### config.mk
export PLATFORM = sky130hd
export DESIGN_NAME = cdt_top
export DESIGN_NICKNAME = d
export VERILOG_FILES = /design/src/cdt_pkg.sv /design/src/cdt_eval.sv /design/src/cdt_top.sv
export VERILOG_INCLUDE_DIRS = /design/src
export SDC_FILE = /design/constraint.sdc
export NUM_CORES = 1
export LEC_CHECK = 0
export ABC_AREA = 1
export BUFFER_PORTS_ARGS = -buffer_cell sky130_fd_sc_hd__buf_2
export CORE_MARGIN = 2
export CORE_UTILIZATION = 55
export CTS_CLUSTER_SIZE = 24
export DETAILED_ROUTE_END_ITERATION = 10
export GPL_ROUTABILITY_DRIVEN = 0
export PLACE_DENSITY = 0.78
export SYNTH_ARGS = -nofsm -noshare
export SYNTH_HDL_FRONTEND = slang
export SYNTH_HIERARCHICAL = 1
export SYNTH_SLANG_ARGS = --single-unit
### constraint.sdc
create_clock -name aclk -period 2.3 [get_ports aclk]
set_clock_uncertainty 0.15 [all_clocks]
set_input_delay 0.23 -clock aclk [delete_from_list [all_inputs] [get_ports aclk]]
set_output_delay 0.23 -clock aclk [all_outputs]
set_load 0.01 [all_outputs]
### src/cdt_defs.svh
// register offsets, field positions, reset values and limits of the date timer
`ifndef CDT_DEFS_SVH
`define CDT_DEFS_SVH

// bus geometry
`define CDT_ADDR_W        8
`define CDT_DATA_W        32

// register byte offsets
`define CDT_OFF_CTRL      8'h00
`define CDT_OFF_ON        8'h04
`define CDT_OFF_OFF       8'h08
`define CDT_OFF_STATUS    8'h0C
`define CDT_OFF_NOW       8'h10

// control bits
`define CDT_CTRL_EN       0
`define CDT_CTRL_YEARLY   1
`define CDT_CTRL_MONTHLY  2
`define CDT_CTRL_PULSE    3
`define CDT_CTRL_W        4
`define CDT_CTRL_RST      4'h0

// status bits
`define CDT_STAT_Q        0
`define CDT_STAT_CAL_OK   1
`define CDT_STAT_CFG_OK   2
`define CDT_STAT_REJECT   3

// date word layout: day, month, year (years counted from 2000)
`define CDT_DAY_LSB       0
`define CDT_MONTH_LSB     8
`define CDT_YEAR_LSB      16
`define CDT_DAY_W         6
`define CDT_MONTH_W       4
`define CDT_YEAR_W        7

// wildcard codes for an unset field
`define CDT_WILD_DAY      6'h3F
`define CDT_WILD_MONTH    4'hF
`define CDT_WILD_YEAR     7'h7F

// calendar span 2000-01-01 .. 2099-12-31
`define CDT_YEAR_MAX      7'h63
`define CDT_MONTH_MIN     4'h1
`define CDT_MONTH_MAX     4'hC
`define CDT_DAY_MIN       6'h01
`define CDT_DAY_MAX       6'h1F

// responses
`define CDT_RESP_OKAY     2'h0
`define CDT_RESP_SLVERR   2'h2

`endif

### src/cdt_pkg.sv
// types and date helpers shared by the date timer files
package cdt_pkg;
    `include "cdt_defs.svh"

    // one calendar date, year counted from 2000
    typedef struct packed {
        logic [`CDT_YEAR_W-1:0]  year;
        logic [`CDT_MONTH_W-1:0] month;
        logic [`CDT_DAY_W-1:0]   day;
    } cdt_date_s;

    // repetition and pulse selection
    typedef struct packed {
        logic pulse;
        logic monthly;
        logic yearly;
        logic en;
    } cdt_mode_s;

    typedef enum logic [0:0] {CDT_RD_IDLE, CDT_RD_DATA} cdt_rd_e;

    // field is either the wildcard or inside the 2000..2099 calendar
    function automatic logic cdt_date_ok(input cdt_date_s d);
        logic ok;
        ok = 1'b1;
        if (d.year != `CDT_WILD_YEAR && d.year > `CDT_YEAR_MAX)
            ok = 1'b0;
        if (d.month != `CDT_WILD_MONTH &&
            (d.month < `CDT_MONTH_MIN || d.month > `CDT_MONTH_MAX))
            ok = 1'b0;
        if (d.day != `CDT_WILD_DAY && (d.day < `CDT_DAY_MIN || d.day > `CDT_DAY_MAX))
            ok = 1'b0;
        return ok;
    endfunction

    function automatic cdt_date_s cdt_word_to_date(input logic [31:0] w);
        cdt_date_s d;
        d.year  = w[`CDT_YEAR_LSB +: `CDT_YEAR_W];
        d.month = w[`CDT_MONTH_LSB +: `CDT_MONTH_W];
        d.day   = w[`CDT_DAY_LSB +: `CDT_DAY_W];
        return d;
    endfunction

    function automatic logic [31:0] cdt_date_to_word(input cdt_date_s d);
        logic [31:0] w;
        w = 32'h0000_0000;
        w[`CDT_YEAR_LSB +: `CDT_YEAR_W]   = d.year;
        w[`CDT_MONTH_LSB +: `CDT_MONTH_W] = d.month;
        w[`CDT_DAY_LSB +: `CDT_DAY_W]     = d.day;
        return w;
    endfunction
endpackage

### src/cdt_eval.sv
// date window evaluation: level, pulse match and configuration check
`timescale 1ns/10ps
`include "cdt_defs.svh"
module cdt_eval
    import cdt_pkg::*;
(
    // configuration
    input  wire cdt_mode_s mode,
    input  wire cdt_date_s on_date,
    input  wire cdt_date_s off_date,
    // current date
    input  wire cdt_date_s now,
    // results
    output logic           active,
    output logic           hit,
    output logic           cfg_ok
);
    logic                               in_years;
    logic [`CDT_MONTH_W+`CDT_DAY_W-1:0] on_md;
    logic [`CDT_MONTH_W+`CDT_DAY_W-1:0] off_md;
    logic [`CDT_MONTH_W+`CDT_DAY_W-1:0] now_md;
    logic                               s_oy, s_om, s_od, s_fy, s_fm, s_fd;
    logic                               m_y, m_m, m_d;

    assign m_y = (on_date.year == `CDT_WILD_YEAR) || (on_date.year == now.year);
    assign m_m = (on_date.month == `CDT_WILD_MONTH) || (on_date.month == now.month);
    assign m_d = (on_date.day == `CDT_WILD_DAY) || (on_date.day == now.day);

    // which fields are set
    assign s_oy = on_date.year != `CDT_WILD_YEAR;
    assign s_om = on_date.month != `CDT_WILD_MONTH;
    assign s_od = on_date.day != `CDT_WILD_DAY;
    assign s_fy = off_date.year != `CDT_WILD_YEAR;
    assign s_fm = off_date.month != `CDT_WILD_MONTH;
    assign s_fd = off_date.day != `CDT_WILD_DAY;

    // on year first active, off year last
    assign in_years = (now.year >= on_date.year) && (now.year <= off_date.year);
    assign on_md    = {on_date.month, on_date.day};
    assign off_md   = {off_date.month, off_date.day};
    assign now_md   = {now.month, now.day};

    // level and pulse condition for the selected mode
    always_comb begin
        active = 1'b0;
        hit    = 1'b0;
        cfg_ok = 1'b0;
        if (mode.monthly) begin
            // every month, on day to off day
            if (on_date.day <= off_date.day)
                active = in_years && now.day >= on_date.day && now.day < off_date.day;
            else
                active = in_years && (now.day >= on_date.day || now.day < off_date.day);
            // one pulse a month in the year span
            hit = in_years && m_d;
            cfg_ok = s_oy && s_od && s_fy && (mode.pulse || s_fd);
        end else if (mode.yearly) begin
            // every year, on month/day to off month/day
            if (on_md <= off_md)
                active = in_years && now_md >= on_md && now_md < off_md;
            // wrap into next year, no restart after last off
            else
                active = (now_md >= on_md && now.year >= on_date.year &&
                          now.year < off_date.year) ||
                         (now_md < off_md && now.year > on_date.year &&
                          now.year <= off_date.year);
            // off date gives only the final year
            hit    = in_years && m_m && m_d;
            cfg_ok = s_oy && s_om && s_od && s_fy && (mode.pulse || (s_fm && s_fd));
        end else begin
            // one period from full on date to full off date
            active = (now >= on_date) && (now < off_date);
            hit    = m_y && m_m && m_d;
            cfg_ok = s_oy && s_om && s_od && (mode.pulse || (s_fy && s_fm && s_fd));
        end
    end
endmodule

### src/cdt_top.sv
// calendar date timer with AXI4-Lite register access
`timescale 1ns/10ps
`include "cdt_defs.svh"
// Notes on behaviour
// - level output moves only when the sampled date changes day; disable or bad config clears it at any evaluation cycle
// - on/off dates outside 2000..2099 calendar are refused
// - each date is year, month, day in that order
// - monthly mode: high from on day to off day each month
// - on year is first active year, off year the last
// - yearly mode: high from on month/day to off month/day each year
// - yearly wrap spans into next year; no restart after last off
// - pulse mode: high for exactly one evaluation cycle on the on date
// - pulse combines with monthly or yearly repetition, or stands alone
// - yearly pulse uses only the off year; off month/day may be unset
// - single pulse ignores the off date entirely
// - no repetition, no pulse: high from full on to full off date
// - monthly mode allows unset month fields
module cdt_top
    import cdt_pkg::*;
(
    // clock and reset
    input  wire logic                   aclk,
    input  wire logic                   aresetn,
    // write address channel
    input  wire logic [`CDT_ADDR_W-1:0] awaddr,
    input  wire logic [2:0]             awprot,
    input  wire logic                   awvalid,
    output logic                        awready,
    // write data channel
    input  wire logic [31:0]            wdata,
    input  wire logic [3:0]             wstrb,
    input  wire logic                   wvalid,
    output logic                        wready,
    // write response channel
    output logic [1:0]                  bresp,
    output logic                        bvalid,
    input  wire logic                   bready,
    // read address channel
    input  wire logic [`CDT_ADDR_W-1:0] araddr,
    input  wire logic [2:0]             arprot,
    input  wire logic                   arvalid,
    output logic                        arready,
    // read data channel
    output logic [31:0]                 rdata,
    output logic [1:0]                  rresp,
    output logic                        rvalid,
    input  wire logic                   rready,
    // calendar source and evaluation cycle
    input  wire cdt_date_s              cal_date,
    input  wire logic                   scan_tick,
    // timer output
    output logic                        timer_q
);
    // bus side registers
    logic                   awready_ff, wready_ff, bvalid_ff;
    logic                   aw_held_ff, w_held_ff;
    logic [`CDT_ADDR_W-1:0] aw_addr_ff;
    logic [31:0]            w_data_ff;
    logic [3:0]             w_strb_ff;
    logic [1:0]             bresp_ff;
    cdt_rd_e                rd_state_ff;
    logic                   arready_ff, rvalid_ff;
    logic [31:0]            rdata_ff;
    logic [1:0]             rresp_ff;
    // timer registers
    cdt_mode_s              mode_ff;
    cdt_date_s              on_ff, off_ff;
    cdt_date_s              now_ff, last_ff;
    logic                   eval_pend_ff;
    logic                   q_ff;
    logic                   reject_ff;
    // combinational
    logic                   wr_fire;
    logic [31:0]            wr_mask;
    logic [31:0]            cur_word;
    logic [31:0]            nxt_word;
    cdt_date_s              nxt_date;
    logic                   wr_ok;
    logic [31:0]            rd_word;
    logic                   rd_hit;
    logic                   active, hit, cfg_ok, cal_ok, new_day;

    // outputs straight from flops
    assign awready = awready_ff;
    assign wready  = wready_ff;
    assign bvalid  = bvalid_ff;
    assign bresp   = bresp_ff;
    assign arready = arready_ff;
    assign rvalid  = rvalid_ff;
    assign rdata   = rdata_ff;
    assign rresp   = rresp_ff;
    assign timer_q = q_ff;

    // both halves of a write captured, response slot free
    assign wr_fire = aw_held_ff && w_held_ff && !bvalid_ff;

    // write address capture; ready drops until the response is taken
    always_ff @(posedge aclk) begin
        if (!aresetn) begin
            awready_ff <= 1'b1;
            aw_held_ff <= 1'b0;
            aw_addr_ff <= 8'h00;
        end else if (awvalid && awready_ff) begin
            awready_ff <= 1'b0;
            aw_held_ff <= 1'b1;
            aw_addr_ff <= awaddr;
        end else if (bvalid_ff && bready) begin
            awready_ff <= 1'b1;
            aw_held_ff <= 1'b0;
        end
    end

    // write data capture, independent of the address
    always_ff @(posedge aclk) begin
        if (!aresetn) begin
            wready_ff <= 1'b1;
            w_held_ff <= 1'b0;
            w_data_ff <= 32'h0000_0000;
            w_strb_ff <= 4'h0;
        end else if (wvalid && wready_ff) begin
            wready_ff <= 1'b0;
            w_held_ff <= 1'b1;
            w_data_ff <= wdata;
            w_strb_ff <= wstrb;
        end else if (bvalid_ff && bready) begin
            wready_ff <= 1'b1;
            w_held_ff <= 1'b0;
        end
    end

    // byte lanes expanded to a bit mask
    genvar gi;
    generate
        for (gi = 0; gi < 4; gi++) begin : g_lane
            assign wr_mask[gi*8 +: 8] = {8{w_strb_ff[gi]}};
        end
    endgenerate

    // merge strobed bytes into the addressed register and check it
    always_comb begin
        cur_word = 32'h0000_0000;
        wr_ok    = 1'b0;
        case (aw_addr_ff)
            `CDT_OFF_CTRL: begin
                cur_word = {28'h0000000, mode_ff};
                wr_ok    = 1'b1;
            end
            `CDT_OFF_ON:  cur_word = cdt_date_to_word(on_ff);
            `CDT_OFF_OFF: cur_word = cdt_date_to_word(off_ff);
            default:      cur_word = 32'h0000_0000;
        endcase
        nxt_word = (cur_word & ~wr_mask) | (w_data_ff & wr_mask);
        nxt_date = cdt_word_to_date(nxt_word);
        // dates only inside the calendar span
        if (aw_addr_ff == `CDT_OFF_ON || aw_addr_ff == `CDT_OFF_OFF)
            wr_ok = cdt_date_ok(nxt_date);
    end

    // write response; refused and unmapped writes answer SLVERR
    always_ff @(posedge aclk) begin
        if (!aresetn) begin
            bvalid_ff <= 1'b0;
            bresp_ff  <= `CDT_RESP_OKAY;
        end else if (wr_fire) begin
            bvalid_ff <= 1'b1;
            bresp_ff  <= wr_ok ? `CDT_RESP_OKAY : `CDT_RESP_SLVERR;
        end else if (bready) begin
            bvalid_ff <= 1'b0;
        end
    end

    // control and date registers
    always_ff @(posedge aclk) begin
        if (!aresetn) begin
            mode_ff <= `CDT_CTRL_RST;
            on_ff   <= {`CDT_WILD_YEAR, `CDT_WILD_MONTH, `CDT_WILD_DAY};
            off_ff  <= {`CDT_WILD_YEAR, `CDT_WILD_MONTH, `CDT_WILD_DAY};
        end else if (wr_fire && wr_ok) begin
            case (aw_addr_ff)
                `CDT_OFF_CTRL: mode_ff <= nxt_word[`CDT_CTRL_W-1:0];
                `CDT_OFF_ON:   on_ff   <= nxt_date;
                `CDT_OFF_OFF:  off_ff  <= nxt_date;
                default:       mode_ff <= mode_ff;
            endcase
        end
    end

    // sticky record of the last write outcome, cleared by a good write
    always_ff @(posedge aclk) begin
        if (!aresetn)
            reject_ff <= 1'b0;
        else if (wr_fire)
            reject_ff <= !wr_ok;
    end

    // read decode
    always_comb begin
        rd_word = 32'h0000_0000;
        rd_hit  = 1'b1;
        case (araddr)
            `CDT_OFF_CTRL:   rd_word = {28'h0000000, mode_ff};
            `CDT_OFF_ON:     rd_word = cdt_date_to_word(on_ff);
            `CDT_OFF_OFF:    rd_word = cdt_date_to_word(off_ff);
            `CDT_OFF_STATUS: rd_word = {28'h0000000, reject_ff, cfg_ok, cal_ok, q_ff};
            `CDT_OFF_NOW:    rd_word = cdt_date_to_word(now_ff);
            default:         rd_hit  = 1'b0;
        endcase
    end

    // read channel: one read in flight, data registered
    always_ff @(posedge aclk) begin
        if (!aresetn) begin
            rd_state_ff <= CDT_RD_IDLE;
            arready_ff  <= 1'b1;
            rvalid_ff   <= 1'b0;
            rdata_ff    <= 32'h0000_0000;
            rresp_ff    <= `CDT_RESP_OKAY;
        end else begin
            case (rd_state_ff)
                CDT_RD_IDLE: begin
                    if (arvalid) begin
                        rd_state_ff <= CDT_RD_DATA;
                        arready_ff  <= 1'b0;
                        rvalid_ff   <= 1'b1;
                        rdata_ff    <= rd_word;
                        rresp_ff    <= rd_hit ? `CDT_RESP_OKAY : `CDT_RESP_SLVERR;
                    end
                end
                CDT_RD_DATA: begin
                    if (rready) begin
                        rd_state_ff <= CDT_RD_IDLE;
                        arready_ff  <= 1'b1;
                        rvalid_ff   <= 1'b0;
                    end
                end
                default: rd_state_ff <= CDT_RD_IDLE;
            endcase
        end
    end

    // sample the calendar once per evaluation cycle
    always_ff @(posedge aclk) begin
        if (!aresetn) begin
            now_ff       <= {`CDT_WILD_YEAR, `CDT_WILD_MONTH, `CDT_WILD_DAY};
            eval_pend_ff <= 1'b0;
        end else begin
            eval_pend_ff <= scan_tick;
            if (scan_tick)
                now_ff <= cal_date;
        end
    end

    // calendar must be a full date inside the span
    assign cal_ok  = cdt_date_ok(now_ff) && now_ff.year != `CDT_WILD_YEAR &&
                     now_ff.month != `CDT_WILD_MONTH && now_ff.day != `CDT_WILD_DAY;
    // a new day (00:00) is the only point where the output can go high
    assign new_day = now_ff != last_ff;

    // date last evaluated; first scan after reset counts as a new day
    always_ff @(posedge aclk) begin
        if (!aresetn)
            last_ff <= {`CDT_WILD_YEAR, `CDT_WILD_MONTH, `CDT_WILD_DAY};
        else if (eval_pend_ff)
            last_ff <= now_ff;
    end

    cdt_eval u_eval (
        .mode     (mode_ff),
        .on_date  (on_ff),
        .off_date (off_ff),
        .now      (now_ff),
        .active   (active),
        .hit      (hit),
        .cfg_ok   (cfg_ok)
    );

    // output update, once per evaluation cycle
    always_ff @(posedge aclk) begin
        if (!aresetn) begin
            q_ff <= 1'b0;
        end else if (eval_pend_ff) begin
            if (!mode_ff.en || !cfg_ok || !cal_ok)
                q_ff <= 1'b0;
            // one evaluation cycle high, then cleared
            else if (mode_ff.pulse)
                q_ff <= new_day && hit;
            // level only moves at a day change
            else if (new_day)
                q_ff <= active;
        end
    end
endmodule

==> results.md, run 1 <==
- The flow ran to the end, but the final reports show violations.
- The final reports fail on setup timing.
- The signal on the critical path passes through inv_2 > nand2_4 > nor2_4 > buf_6 > nand3_2 > nand2_2 > nand2_1 > nand2_2 > nand3_1 > nor2_1 > nor2_2 > nor2_2 > nand2_2 > nand2_8 > nand3_4 > clkbuf_16 > nand2_4 > nand3_2.
- The count of mapped cells out of synthesis is 1,193.
- The cell count along the critical path is 18.
- The buffer levels on the longest clock path is 2.
- The first detailed-routing pass ran for 8 iterations.
- The class of the most critical setup path is reg -> reg.
- The number of max-cap violations is 0.
- The areal power density over the cells is 566.2 nW/um2.
- For this run, the register share of the synthesized area comes to 0.3221.
- The worst register-to-register path has a depth of 18.
- The largest net degree at the start of global routing is 99.
- The slowest library cell on the worst path is dfxtp_2.
- The number of levels in the clock H-tree is 4.
- The top cell types in the final layout, fill and taps aside, are nand2_1 (262), buf_4 (112), inv_1 (103).
- Setup slack on the worst reg-to-reg path comes out at -0.27 ns.
- Summed over all layers, the global routing overflow is 0.
- Counting flops with an async set or reset pin after synthesis yields a share of 0.
- The fraction of met3 tracks used by global routing is 0.05928.
- The cell area reported after detailed placement is 9295 um2.
- The clock-pin slew on the worst setup and hold paths is 0.06 ns.
- Counting the buffers created by CTS gives 17.
- After synthesis the cells add up to 8016 um2.
- The endpoint class of the critical path is a flip-flop.
- The analysis attributes to cell leakage a power of 5.618 nW.
- Headroom to the max-slew limit came out at 0.5017.
- In the routed design, unresolved DRC markers number 0.
- The routed layout has 9,884 vias.
- The number of antenna violations at the first check in global routing is 0.
- Of the total power, the share spent switching nets is 0.3063.
- met2 is the most crowded layer.
- The final-report hold violation count is 0.
- For this design the total switching power over the nets is 1.997 mW.
- The achievable frequency is 388.4 MHz.
- The via count of the first global-routing pass is 8,606.
- The fraction of power consumed by the clock network is 0.408.
- Of the available clock period, the critical path in the final layout requires 1.119.
- The layout has 820 filler cells.
- At the pin with the least slew margin, the transition time is 0.7466 ns.
- The peak supply drop is 0.5381 mV.
- The cell chosen for the clock root is clkbuf_16.
- The die is 124.7 um wide.
- In the global route stage, met2 resource usage came out at 0.5558.
- The minimum period implied by the final worst setup slack is 2.575 ns.
- The post-route cell area is 11,520 um2.
- The total global-route track usage is 0.3270.
- Row generation in the floorplan step produced 44 rows.
- The number of pins with negative max-slew slack in the final report came to 0.
- Synthesis inferred 129 register bits.
- 0 antenna diodes ended up in the layout.
- The vertical extent of the die is 124.7 um.
- The share of total power dissipated in combinational logic is 0.216.
- For this block, the initial DRC count from the detailed router was 1,264.
- The final wirelength is 30.44 mm.
- The core region area is 14,370 um2.
- Setup violations remaining at the end of the flow were counted as 40.
- The first-pass GRT wire length is 40.97 mm.
- The multi-input combinational cells in the finished layout cover a total of 5406 um2.
- The count of flip-flops with a built-in enable after synthesis is 0.
- The core utilization of the finished layout is 0.8016.
- During placement, the flow inserted port buffers numbering 85.
- For met1 alone, demand over resource in global routing was 0.3903.
- The cell repeated most along the worst path is nand2_2.
- The leading register cell type out of synthesis is dfxtp_1.
- Yosys mapped the design onto 50 distinct sky130hd cell types.
- TritonCTS built the clock tree.
- After the last flow step, the layout net total stands at 1,557.
- The origin of the worst setup path is aw_addr_ff[0].
- The most common library cell in the layout ignoring fill and taps is nand2_1.
- The HPWL after detailed placement is 17.93 mm.
- The number of buffers and inverters on the critical path is 3.
- After synthesis, the mean cell area works out to 6.720 um2.
- The minimum setup slack in the final design is -0.2748 ns.
- The routed via count divided by cell count is 6.079.
- In this run the worst path has a maximum fanout of 6.
- For the worst setup path, the data required time is 2.44 ns.
- The capturing point of the worst reg2reg path is on_ff[9].
- The cell family with the largest share of critical-path delay is simple AND/OR/NAND/NOR gates.
- The wire length per cell is 18.72 um.
- The initial utilization of the core area, before any placement, comes to 0.5579.
- The tightest min-delay check is of the in -> reg type.
- Setup repair after global routing could not meet its margin everywhere.
- The end point of the critical path is on_ff[9].
- From synthesis to final layout, the design area changed by 43.69%.
- The number of top-level design ports is 125.
- Once detail routing completed, the nets flagged for antenna violations numbered 0.
- The startpoint type of the worst setup path is a flip-flop.
- The reg-to-reg critical path startpoint is aw_addr_ff[0].
- The die covers 15,560 um2.
- The internal power contribution is 4.524 mW.
- The synthesis warning total is 6.
- The part of the power in registers is 0.376.
- The sequential cells in the finished layout cover a total of 2638 um2.
- STA puts the critical path data arrival time at 2.72 ns.
- The delay of the slowest cell on the worst path is 0.34 ns.
- The clock latency on the worst-skew pair is 0.44 ns.
- In the final layout, the share of cells above drive strength 1 is 0.3523.
- Clock tree synthesis found a total of 129 sinks.
==> Yosys cell counts (2+ instances only) <==
cell type,count,area [um2]
ha_1,45,563.0
nor4_1,8,50.05
buf_4,22,165.2
a21boi_0,2,15.01
nand2_4,4,45.04
inv_2,13,48.80
nand2_2,16,100.1
dfxtp_1,129,2582
clkinv_1,5,18.77
o21ai_0,55,275.3
clkbuf_1,35,131.4
xnor2_1,7,61.31
o211ai_1,13,97.59
nand4_1,50,312.8
o21ai_1,4,20.02
nor3_1,9,45.04
nand3_1,122,610.6
a21oi_2,2,17.52
nor2_4,4,45.04
buf_6,5,56.30
nand2_1,320,1201
a31oi_1,2,12.51
nor4_2,2,25.02
nand3_4,3,52.55
a21o_1,2,15.01
a21oi_1,71,355.3
xor2_1,8,70.07
buf_1,3,11.26
or2_2,2,12.51
buf_2,2,10.01
a221oi_1,4,35.03
inv_1,125,469.2
nor2_1,74,277.8
nor3b_1,2,15.01
nand3_2,4,40.04
nor2_2,5,31.28
==> flip-flops by register name (all words and copies together), names as in the netlist, 3 cells and up <==
register,count
last_ff,17
off_ff,17
mode_ff,4
now_ff,17
rdata,17
w_data_ff,17
aw_addr_ff,8
on_ff,17
w_strb_ff,3
==> cell type report <==
class / instances / area share
inverter: 144 / 0.04758
sequential: 129 / 0.2290
tap: 184 / 0.01999
timing repair buffer: 269 / 0.1841
multi-input combinational: 868 / 0.4694
clock buffer: 21 / 0.04084
clock inverter: 11 / 0.009125
==> worst register-to-register path: stages (launching register included) <==
cell and delay [ns]:
dfxtp_2 0.34, inv_2 0.08, nand2_4 0.08, nor2_4 0.23, buf_6 0.16, nand3_2 0.07, nand2_2 0.07, nand2_1 0.07
nand2_2 0.08, nand3_1 0.10, nor2_1 0.15, nor2_2 0.07, nor2_2 0.10, nand2_2 0.10, nand2_8 0.12, nand3_4 0.14
clkbuf_16 0.21, nand2_4 0.06, nand3_2 0.07
==> per-stage QoR <==
step                setup TNS [ns]  hold slack (ns)  instances  setup slack [ns]  total power, mW
finish                      -8.328          0.03487       1626           -0.2748            6.522
detailed placement          -1.149           0.2859       1527          -0.08368            3.538
floorplan                        0           0.2022       1209            0.1919            3.155
global placement          -0.07460           0.2847       1527          -0.01945            3.512
global route                -12.96          0.07730       1626           -0.3836            6.724
CTS                        -0.8276          0.02299       1615          -0.05878            6.242
==> worst min path at each step <==
stage | slack [ns] | endpoint | start | cells past startpoint
after floorplan | 0.20 | now_ff[10] | cal_date[10] | 2
after global placement | 0.28 | aw_addr_ff[7] | aw_addr_ff[7] | 2
after detailed placement | 0.29 | aw_addr_ff[7] | aw_addr_ff[7] | 2
after CTS | 0.02 | rdata[3] | araddr[4] | 4
after global routing | 0.08 | rdata[3] | araddr[4] | 4
final | 0.03 | rdata[3] | araddr[4] | 4
==> power by group through the flow <==
stage | clock (mW) | combinational (mW) | sequential [mW]
floorplan | 0 | 0.692 | 2.46
global placement | 0 | 1.04 | 2.47
detailed placement | 0 | 1.06 | 2.47
CTS | 2.63 | 1.18 | 2.43
global route | 2.76 | 1.51 | 2.46
finish | 2.66 | 1.41 | 2.45
==> layer usage <==
metal | vias to the layer above | share of wire | routed length [um]
met5 | - | 0 | 0
met1 | 4557 | 0.36 | 11000
met2 | 739 | 0.47 | 14440
li1 | 4380 | - | -
met3 | 208 | 0.093 | 2821
met4 | 0 | 0.071 | 2172
==> kinds of logic (layout without fill, tap and decap cells) <==
kind of cell | after synthesis | after routing | synth area share
XOR/XNOR | 15 | 15 | 0.01639
flip-flops | 129 | 129 | 0.3221
other | 1 | 17 | 0.0004678
AO/OA/AOI/OAI | 164 | 164 | 0.1146
adder cells (fa/ha/maj) | 45 | 45 | 0.07024
AND/OR/NAND/NOR | 627 | 627 | 0.3601
buffers and inverters | 212 | 445 | 0.1161
==> timing repair <==
action | 4_1_cts | 5_1_grt
hold endpoints to repair | 50 | 0
cloned | 1 | 3
endpoints found under the setup margin | 40 | 40
hold buffers | 48 | 0
gates resized for setup | 20 | 225
setup buffers | 7 | 9
pin swaps | 4 | 49
Power figures use the tool's default switching activity.
==> run 2, diff against run 1 <==
--- a/config.mk
+++ b/config.mk
@@ -11,3 +11,3 @@
 export CORE_MARGIN = 2
-export CORE_UTILIZATION = 55
+export CORE_UTILIZATION = 52
 export CTS_CLUSTER_SIZE = 24
@@ -15,3 +15,4 @@
 export GPL_ROUTABILITY_DRIVEN = 0
-export PLACE_DENSITY = 0.78
+export PLACE_DENSITY = 0.77
+export RECOVER_POWER = 50
 export SYNTH_ARGS = -nofsm -noshare
==> constraint.sdc (replaced) <==
create_clock -name aclk -period 2.2 [get_ports aclk]
set_clock_uncertainty 0.15 [all_clocks]
set_input_delay 0.33 -clock aclk [delete_from_list [all_inputs] [get_ports aclk]]
set_output_delay 0.33 -clock aclk [all_outputs]
set_load 0.01 [all_outputs]
==> run 2 against run 1 <==
- the run ends with DRC, hold timing, setup timing left
- cell area shrank 3.3%
- non-clock buffer count down 9
- flip-flop and latch count is the same
- combinational power about the same
- worst hold slack got worse by 0.037 ns
- sequential power is 4% higher
- die area grew 5.6%
- setup slack worse by 0.0074 ns
- critical path depth rose by 1
- utilization is 6.6 points lower
- power increased by 3.9%
- highest routed layer unchanged
==> results.md, run 2 (synthesis gave the netlist of run 1 again) <==
- The run finished, with violations left.
- The final reports fail on DRC, hold timing, setup timing.
- The largest net degree at the start of global routing is 70.
- TritonCTS built the clock tree.
- Max-cap violations in this run came to 0.
- The areal power density over the cells is 608.2 nW/um2.
- The tree is rooted in a clkbuf_16.
- The net count of the finished layout is 1,548.
- The via count of the first global-routing pass came to 8,729.
- The total overflow reported by the global router is 0.
- The routed via count divided by cell count is 5.904.
- After clock tree synthesis, the clock-pin slew on the worst setup and hold paths is 0.06 ns.
- Relative to the synthesized area, the layout overhead comes to 38.99%.
- The floorplan step set the die width to 128.2 um.
- The sum of net half-perimeters after detailed placement is 18.64 mm.
- Setup slack on the critical path of the routed design comes to -0.2821 ns.
- Buffers inserted during clock tree synthesis total 17.
- Buffers placed on the I/O ports in this run total 85.
- The minimum period implied by the final worst setup slack is 2.482 ns.
- The core region area is 15,150 um2.
- The count of nets left with antenna violations once routing finished came out at 0.
- The actual transition at the worst max-transition pin is 0.6025 ns.
- Leaving out fill and tap cells, the most frequent cells in the layout are nand2_1 (290), buf_4 (140), inv_1 (114).
- The wire length per cell is 18.04 um.
- Counting tap cells, the placed design contains a total of 1,561 instances.
- The min-delay analysis places its worst path in the category in -> reg.
- The buffer levels on the longest clock path is 2.
- The headroom to the max-slew limit is 0.5979.
- Of the cells placed in the final design, the portion with a size suffix greater than 1 is 0.3247.
- The number of antenna cells inserted is 0.
- Dividing the final minimum period by the clock period gives 1.128.
- Timing would allow up to 402.9 MHz.
- The vertical extent of the die is 128.2 um.
- VDD sags by at most 0.5670 mV.
- The required time of the worst setup path is 2.36 ns.
- The number of vias after detailed routing is 9,564.
- Setup repair after global routing could not meet its margin everywhere.
- The largest driver fanout on the critical path is 7.
- The number of sinks driven by the clock tree is 129.
- The total die area is 16,430 um2.
- The first global-routing pass estimated 42.61 mm of wire.
- The most common library cell in the layout ignoring fill and taps is nand2_1.
- Data on the critical path arrives at its endpoint at 2.65 ns.
- The number of top-level design ports is 125.
- STA classifies the critical path endpoint as a flip-flop.
- The final wirelength is 29.22 mm.
- The starting utilization of the core area is 0.5293.
- The clock latency on the worst-skew pair is 0.44 ns.
- The worst setup path is launched from a flip-flop.
- In the routed design, unresolved DRC markers number 1.
- The final-report hold violation count was 1.
- The standby leakage power is 5.641 nW.
- The floorplan has 45 rows.
- The number of antenna violations at the first check in global routing was 0.
- The H-tree was split into 4 levels.
- The number of pins with negative max-slew slack in the final report is 0.
- The starting DRC count in detailed routing is 1,344.
- Across every metal layer, demand over resource in global routing totals 0.3294.
- For this run, the detailed router's first-pass iteration total came to 11.
- The total setup violations reported at the end of the flow is 40.
- The count of cells in the finished layout, fillers not included, comes to 1,620.
- The worst setup path is of the reg -> reg kind.
- Across all hold checks on the routed design, the worst slack comes to -0.001813 ns.
- Setup total negative slack on the finished layout was measured at -9.718 ns.
## run 2: area by class of cell
| cell class | count | area [um2] |
|---|---|---|
| Sequential cell | 129 | 2613 |
| Tap cell | 188 | 235.2 |
| Fill cell | 1049 | 4004 |
| Clock buffer | 18 | 429.2 |
| Timing Repair Buffer | 260 | 1963 |
| Inverter | 144 | 546.8 |
| Clock inverter | 13 | 137.6 |
| Multi-Input combinational cell | 868 | 5218 |
## run 2: timing repair
| item | 4_1_cts | 5_1_grt |
|---|---|---|
| pin swaps | 18 | 34 |
| endpoints found under the hold margin | 15 | 0 |
| gates cloned | 0 | 4 |
| endpoints found under the setup margin | 40 | 41 |
| buffers inserted | 2 | 7 |
| hold buffers | 15 | 0 |
| resized for setup | 74 | 84 |
## run 2: power breakdown
part | total, mW | switching [mW] | internal [mW]
registers | 2.55 | 0.106 | 2.45
clock network | 2.78 | 1.12 | 1.66
logic | 1.44 | 0.831 | 0.610
## run 2: worst max-delay path, cell delays in order (launching register included)
cell       delay, ns
dfxtp_1         0.32
inv_2           0.08
nand2_4         0.06
buf_6           0.12
nor2_4          0.16
clkbuf_16       0.18
nand3_1         0.09
nand2_1         0.10
nand2_1         0.07
nand2_2         0.07
nand2_1         0.05
nor2_1          0.09
nor2_1          0.06
nor2_2          0.11
nand2_2         0.09
nand2_8         0.14
nand3_4         0.10
buf_6           0.16
nand2_1         0.07
nand3_1         0.08
## run 2: layer usage
metal,wire [um],global-route usage
met3,2971,0.07972
met5,0,0
met2,13680,0.5558
met4,1932,0.1784
met1,10630,0.3861
## run 2: worst paths after layout
check,from,end,slack (ns),cells after the start
worst max-delay path,aw_addr_ff[0],off_ff[9],-0.28,19
worst min-delay path,wdata[11],w_data_ff[11],-0.002,3
worst max register to register,aw_addr_ff[0],off_ff[9],-0.28,19
worst min register to register,aw_addr_ff[7],aw_addr_ff[7],0.30,2
## run 2: metrics by stage
stage	total power [mW]	worst slack (ns)	utilization	area, um2	hold WS, ns
after floorplan	3.298	0.09194	-	8077	0.2736
after global placement	3.713	-0.1280	0.6297	9538	0.2841
after detailed placement	3.741	-0.1575	0.6297	9538	0.2917
after CTS	6.564	-0.1599	0.7030	10650	0.0009651
after global routing	7.001	-0.4151	0.7356	11140	0.003896
final	6.777	-0.2821	0.7356	11140	-0.001813
==> run 3, diff against run 2 <==
SYNTH_HIERARCHICAL = default   (was 1)
==> run 3 against run 2 <==
- sequential share of layout area rose by 0.69 points
- first-iteration DRC count fell by 3.6%
- the flow finishes with violations (hold timing, setup timing)
- global-route usage fell by 0.97 points
- critical path depth did not move
- die area fell by 4.4%
- flip-flop and latch count did not move
- fmax fell by 4.6%
- critical endpoint is now mode_ff[0]
==> results.md, run 3 <==
- The run finished, with violations left.
- The final reports fail on hold timing, setup timing.
- The floorplan row count is 44.
- Across every metal layer, demand over resource in global routing totals 0.3197.
- The endpoint class of the critical path is a flip-flop.
- The data arrival time of the critical path is 2.83 ns.
- The startpoint type of the worst setup path is a flip-flop.
- Counting distinct cell types in the post-synthesis netlist gives 43.
- The worst hold path belongs to the class in -> reg.
- STA puts the critical path data required time at 2.42 ns.
- The count of buffers from port buffering is 85.
- The most common library cell in the layout ignoring fill and taps is nand2_1.
- CTS built an H-tree with a depth of 4.
- The area fraction in compound gates after synthesis is 0.1456.
- The worst setup path is of the reg -> reg kind.
- The repair_antennas step left the layout with diodes totalling 0.
- The slowest library cell on the worst path is dfxtp_2.
- Counting I/O delays and the setup requirement, the final critical path takes 2.601 ns.
- The mean cell area of the mapped netlist is 6.878 um2.
- Counting both buffers and inverters, the worst setup path holds a total of 4.
- Setup slack on the critical path of the routed design comes to -0.4014 ns.
- The first-pass iteration count of the detailed router is 9.
- The peak supply drop is 0.7872 mV.
- The buffer levels on the longest clock path is 2.
- The via count of the first global-routing pass is 8,308.
- The combined area of all synthesized cells is 7655 um2.
- Summed over all layers, the global routing overflow is 0.
- The cell repeated most along the worst path is nor2_2.
- The final sum of negative setup slack is -12.20 ns.
- The starting utilization of the core area is 0.5287.
- The sum of net half-perimeters after detailed placement is 16.59 mm.
- The simple logic cell fraction of the synthesized area is 0.3148.
- The synthesis warning total is 0.
- Ranked by total cell area, the synthesized netlist is headed by dfxtp_1 (34%), nand2_1 (12%), ha_1 (7.4%).
- Timing would allow up to 384.4 MHz.
- The number of max-cap violations is 0.
- The number of antenna violations at the first check in global routing was 0.
- Entering global routing, the biggest net connects 96 pins.
- The total design power is 6.935 mW.
- The share of the synthesized area in the top cell type is 0.3374.
- The commonest cells after synthesis are nand2_1 (245), dfxtp_1 (129), inv_1 (114), nand3_1 (101), nor2_1 (96).
- The routed via count divided by cell count is 5.922.
- At the later pin of the worst-skew pair, clock insertion delay measures 0.45 ns.
- The xor and xnor fraction of the mapped netlist area is 0.01945.
- Headroom to the max-slew limit came out at 0.6175.
- Among all cell types in the netlist, the one instantiated most often is nand2_1.
- The share of cells above drive strength 1 is 0.3107.
- The clock-pin slew on the worst setup and hold paths is 0.06 ns.
- For this block, the routed nets add up to 27.57 mm of wire.
- The adder-cell area share of the yosys netlist is 0.07355.
- The first-pass GRT wire length is 40.43 mm.
- The final layout contains 1,467 nets.
- The share of the Yosys chip area taken by registers is 0.3374.
- The count of flip-flops with a built-in enable after synthesis is 0.
- The final critical-path share of the clock period is 1.182.
- The cell type contributing the most total cell area after synthesis is dfxtp_1.
- On the worst path, the slowest cell contributes a delay of 0.32 ns.
- The floorplan step defined a die boundary enclosing 15,710 um2.
- The signal on the critical path passes through inv_2 > nand2_4 > nor2_4 > buf_6 > nand3_2 > nand2_1 > nand2_1 > nand2_2 > nand3_2 > nor2_2 > nor2_2 > nor2_2 > nand2_4 > nand2_8 > buf_6 > nand3_4 > nand2_2 > inv_1 > nor2_1.
- The number of pins with negative max-slew slack in the final report is 0.
- The dominant combinational cell family by area after synthesis is simple AND/OR/NAND/NOR gates.
- The share of async-settable or async-resettable flops after synthesis is 0.
- The final-report hold violation count came to 1.
- The largest driver fanout on the critical path is 6.
- The number of vias after detailed routing is 9,096.
- In the final routed layout, each cell accounts on average for 17.95 um.
- Counting the buffers created by CTS gives 17.
- In this run the standard cell core region covers 14,480 um2.
- The number of antenna-violating nets in the routed design is 0.
- Setup violations remaining at the end of the flow were counted as 40.
- On the final layout, the worst hold slack is -0.0007929 ns.
- The remaining design rule violation count is 0.
- TritonCTS built the clock tree.
- The analysis attributes to cell leakage a power of 5.503 nW.
- In this run the count of I/O pins placed on the die edge is 125.
- Setup repair after global routing could not meet its margin everywhere.
- The die is 125.3 um tall.
- The post-synthesis mux area share is 0.
- The count of mapped cells out of synthesis is 1,113.
- The area growth from synthesis to layout is 41.50%.
- The cell chosen for the clock root is clkbuf_16.
- In the synthesized netlist the dominant register cell turns out to be dfxtp_1.
- Leaving out fill and tap cells, the most frequent cells in the layout are nand2_1 (210), buf_4 (124), dfxtp_1 (103).
- The number of register bits inferred by synthesis is 129.
- The worst register-to-register path has a setup slack of -0.40 ns.
- Broken down by cell family, the worst path's largest delay share belongs to simple AND/OR/NAND/NOR gates.
- The floorplan die width is 125.3 um.
- The number of sinks driven by the clock tree is 129.
- For this design the ratio of total power to cell area is 640.2 nW/um2.
- The actual transition at the worst max-transition pin is 0.5703 ns.
- The starting DRC count in detailed routing is 1,295.
-- run 3: kinds of logic after synthesis --
family                   after synthesis
AO/OA/AOI/OAI                        197
AND/OR/NAND/NOR                      537
buffers and inverters                187
adder cells (fa/ha/maj)               45
other                                  1
XOR/XNOR                              17
flip-flops                           129
-- run 3: final timing paths --
check           startpoint            end  cells after the start
min              wdata[10]  w_data_ff[10]                      3
min reg2reg      rdata[21]      rdata[21]                      2
max reg2reg  aw_addr_ff[1]     mode_ff[0]                     19
max          aw_addr_ff[1]     mode_ff[0]                     19
-- run 3: power breakdown --
part	switching, mW	internal (mW)
logic	0.852	0.655
clock network	1.12	1.76
registers	0.105	2.45
total	2.07	4.86
-- run 3: worst reg2reg max path, cell delays in order, from the launching register on --
cell     delay, ns
dfxtp_2       0.32
inv_2         0.08
nand2_4       0.07
nor2_4        0.23
buf_6         0.19
nand3_2       0.08
nand2_1       0.07
nand2_1       0.06
nand2_2       0.11
nand3_2       0.10
nor2_2        0.12
nor2_2        0.06
nor2_2        0.16
nand2_4       0.12
nand2_8       0.15
buf_6         0.14
nand3_4       0.09
nand2_2       0.09
inv_1         0.05
nor2_1        0.10
-- run 3: stage by stage --
stage / cell area [um2] / util / instances / hold slack, ns / setup slack, ns
4_1_cts: 10240 / 0.7070 / 1525 / 0.0004513 / -0.1193
3_3_place_gp: 8859 / 0.6118 / 1441 / 0.2851 / -0.2235
5_1_grt: 10830 / 0.7481 / 1536 / 0.01432 / -0.4552
3_5_place_dp: 8859 / 0.6118 / 1441 / 0.3051 / -0.2205
2_1_floorplan: 7715 / - / 1129 / 0.2789 / 0.06480
6_report: 10830 / 0.7481 / 1536 / -0.0007929 / -0.4014
-- run 3: cell type report --
cell class,count,area (um2)
Multi-Input combinational cell,818,4987
Fill cell,1028,3647
Sequential cell,129,2615
Timing Repair Buffer,253,1932
Inverter,120,470.5
Clock buffer,20,466.7
Tap cell,184,230.2
Clock inverter,12,130.1
-- run 3: layer usage --
metal	part of all wire	global-route usage	routed length, um	vias up
met5	0	0	0	-
met4	0.068	0.1712	1874	0
met3	0.096	0.06975	2655	179
met2	0.46	0.5259	12670	613
met1	0.38	0.3917	10380	4112
li1	-	-	-	4192
-- run 3: timing repair --
action / CTS / global route
pin swaps: 16 / 61
cloned: 10 / 1
buffers inserted: 15 / 10
endpoints found under the setup margin: 40 / 40
gates resized for setup: 72 / 118
endpoints found under the hold margin: 27 / 0
hold buffers: 27 / 0
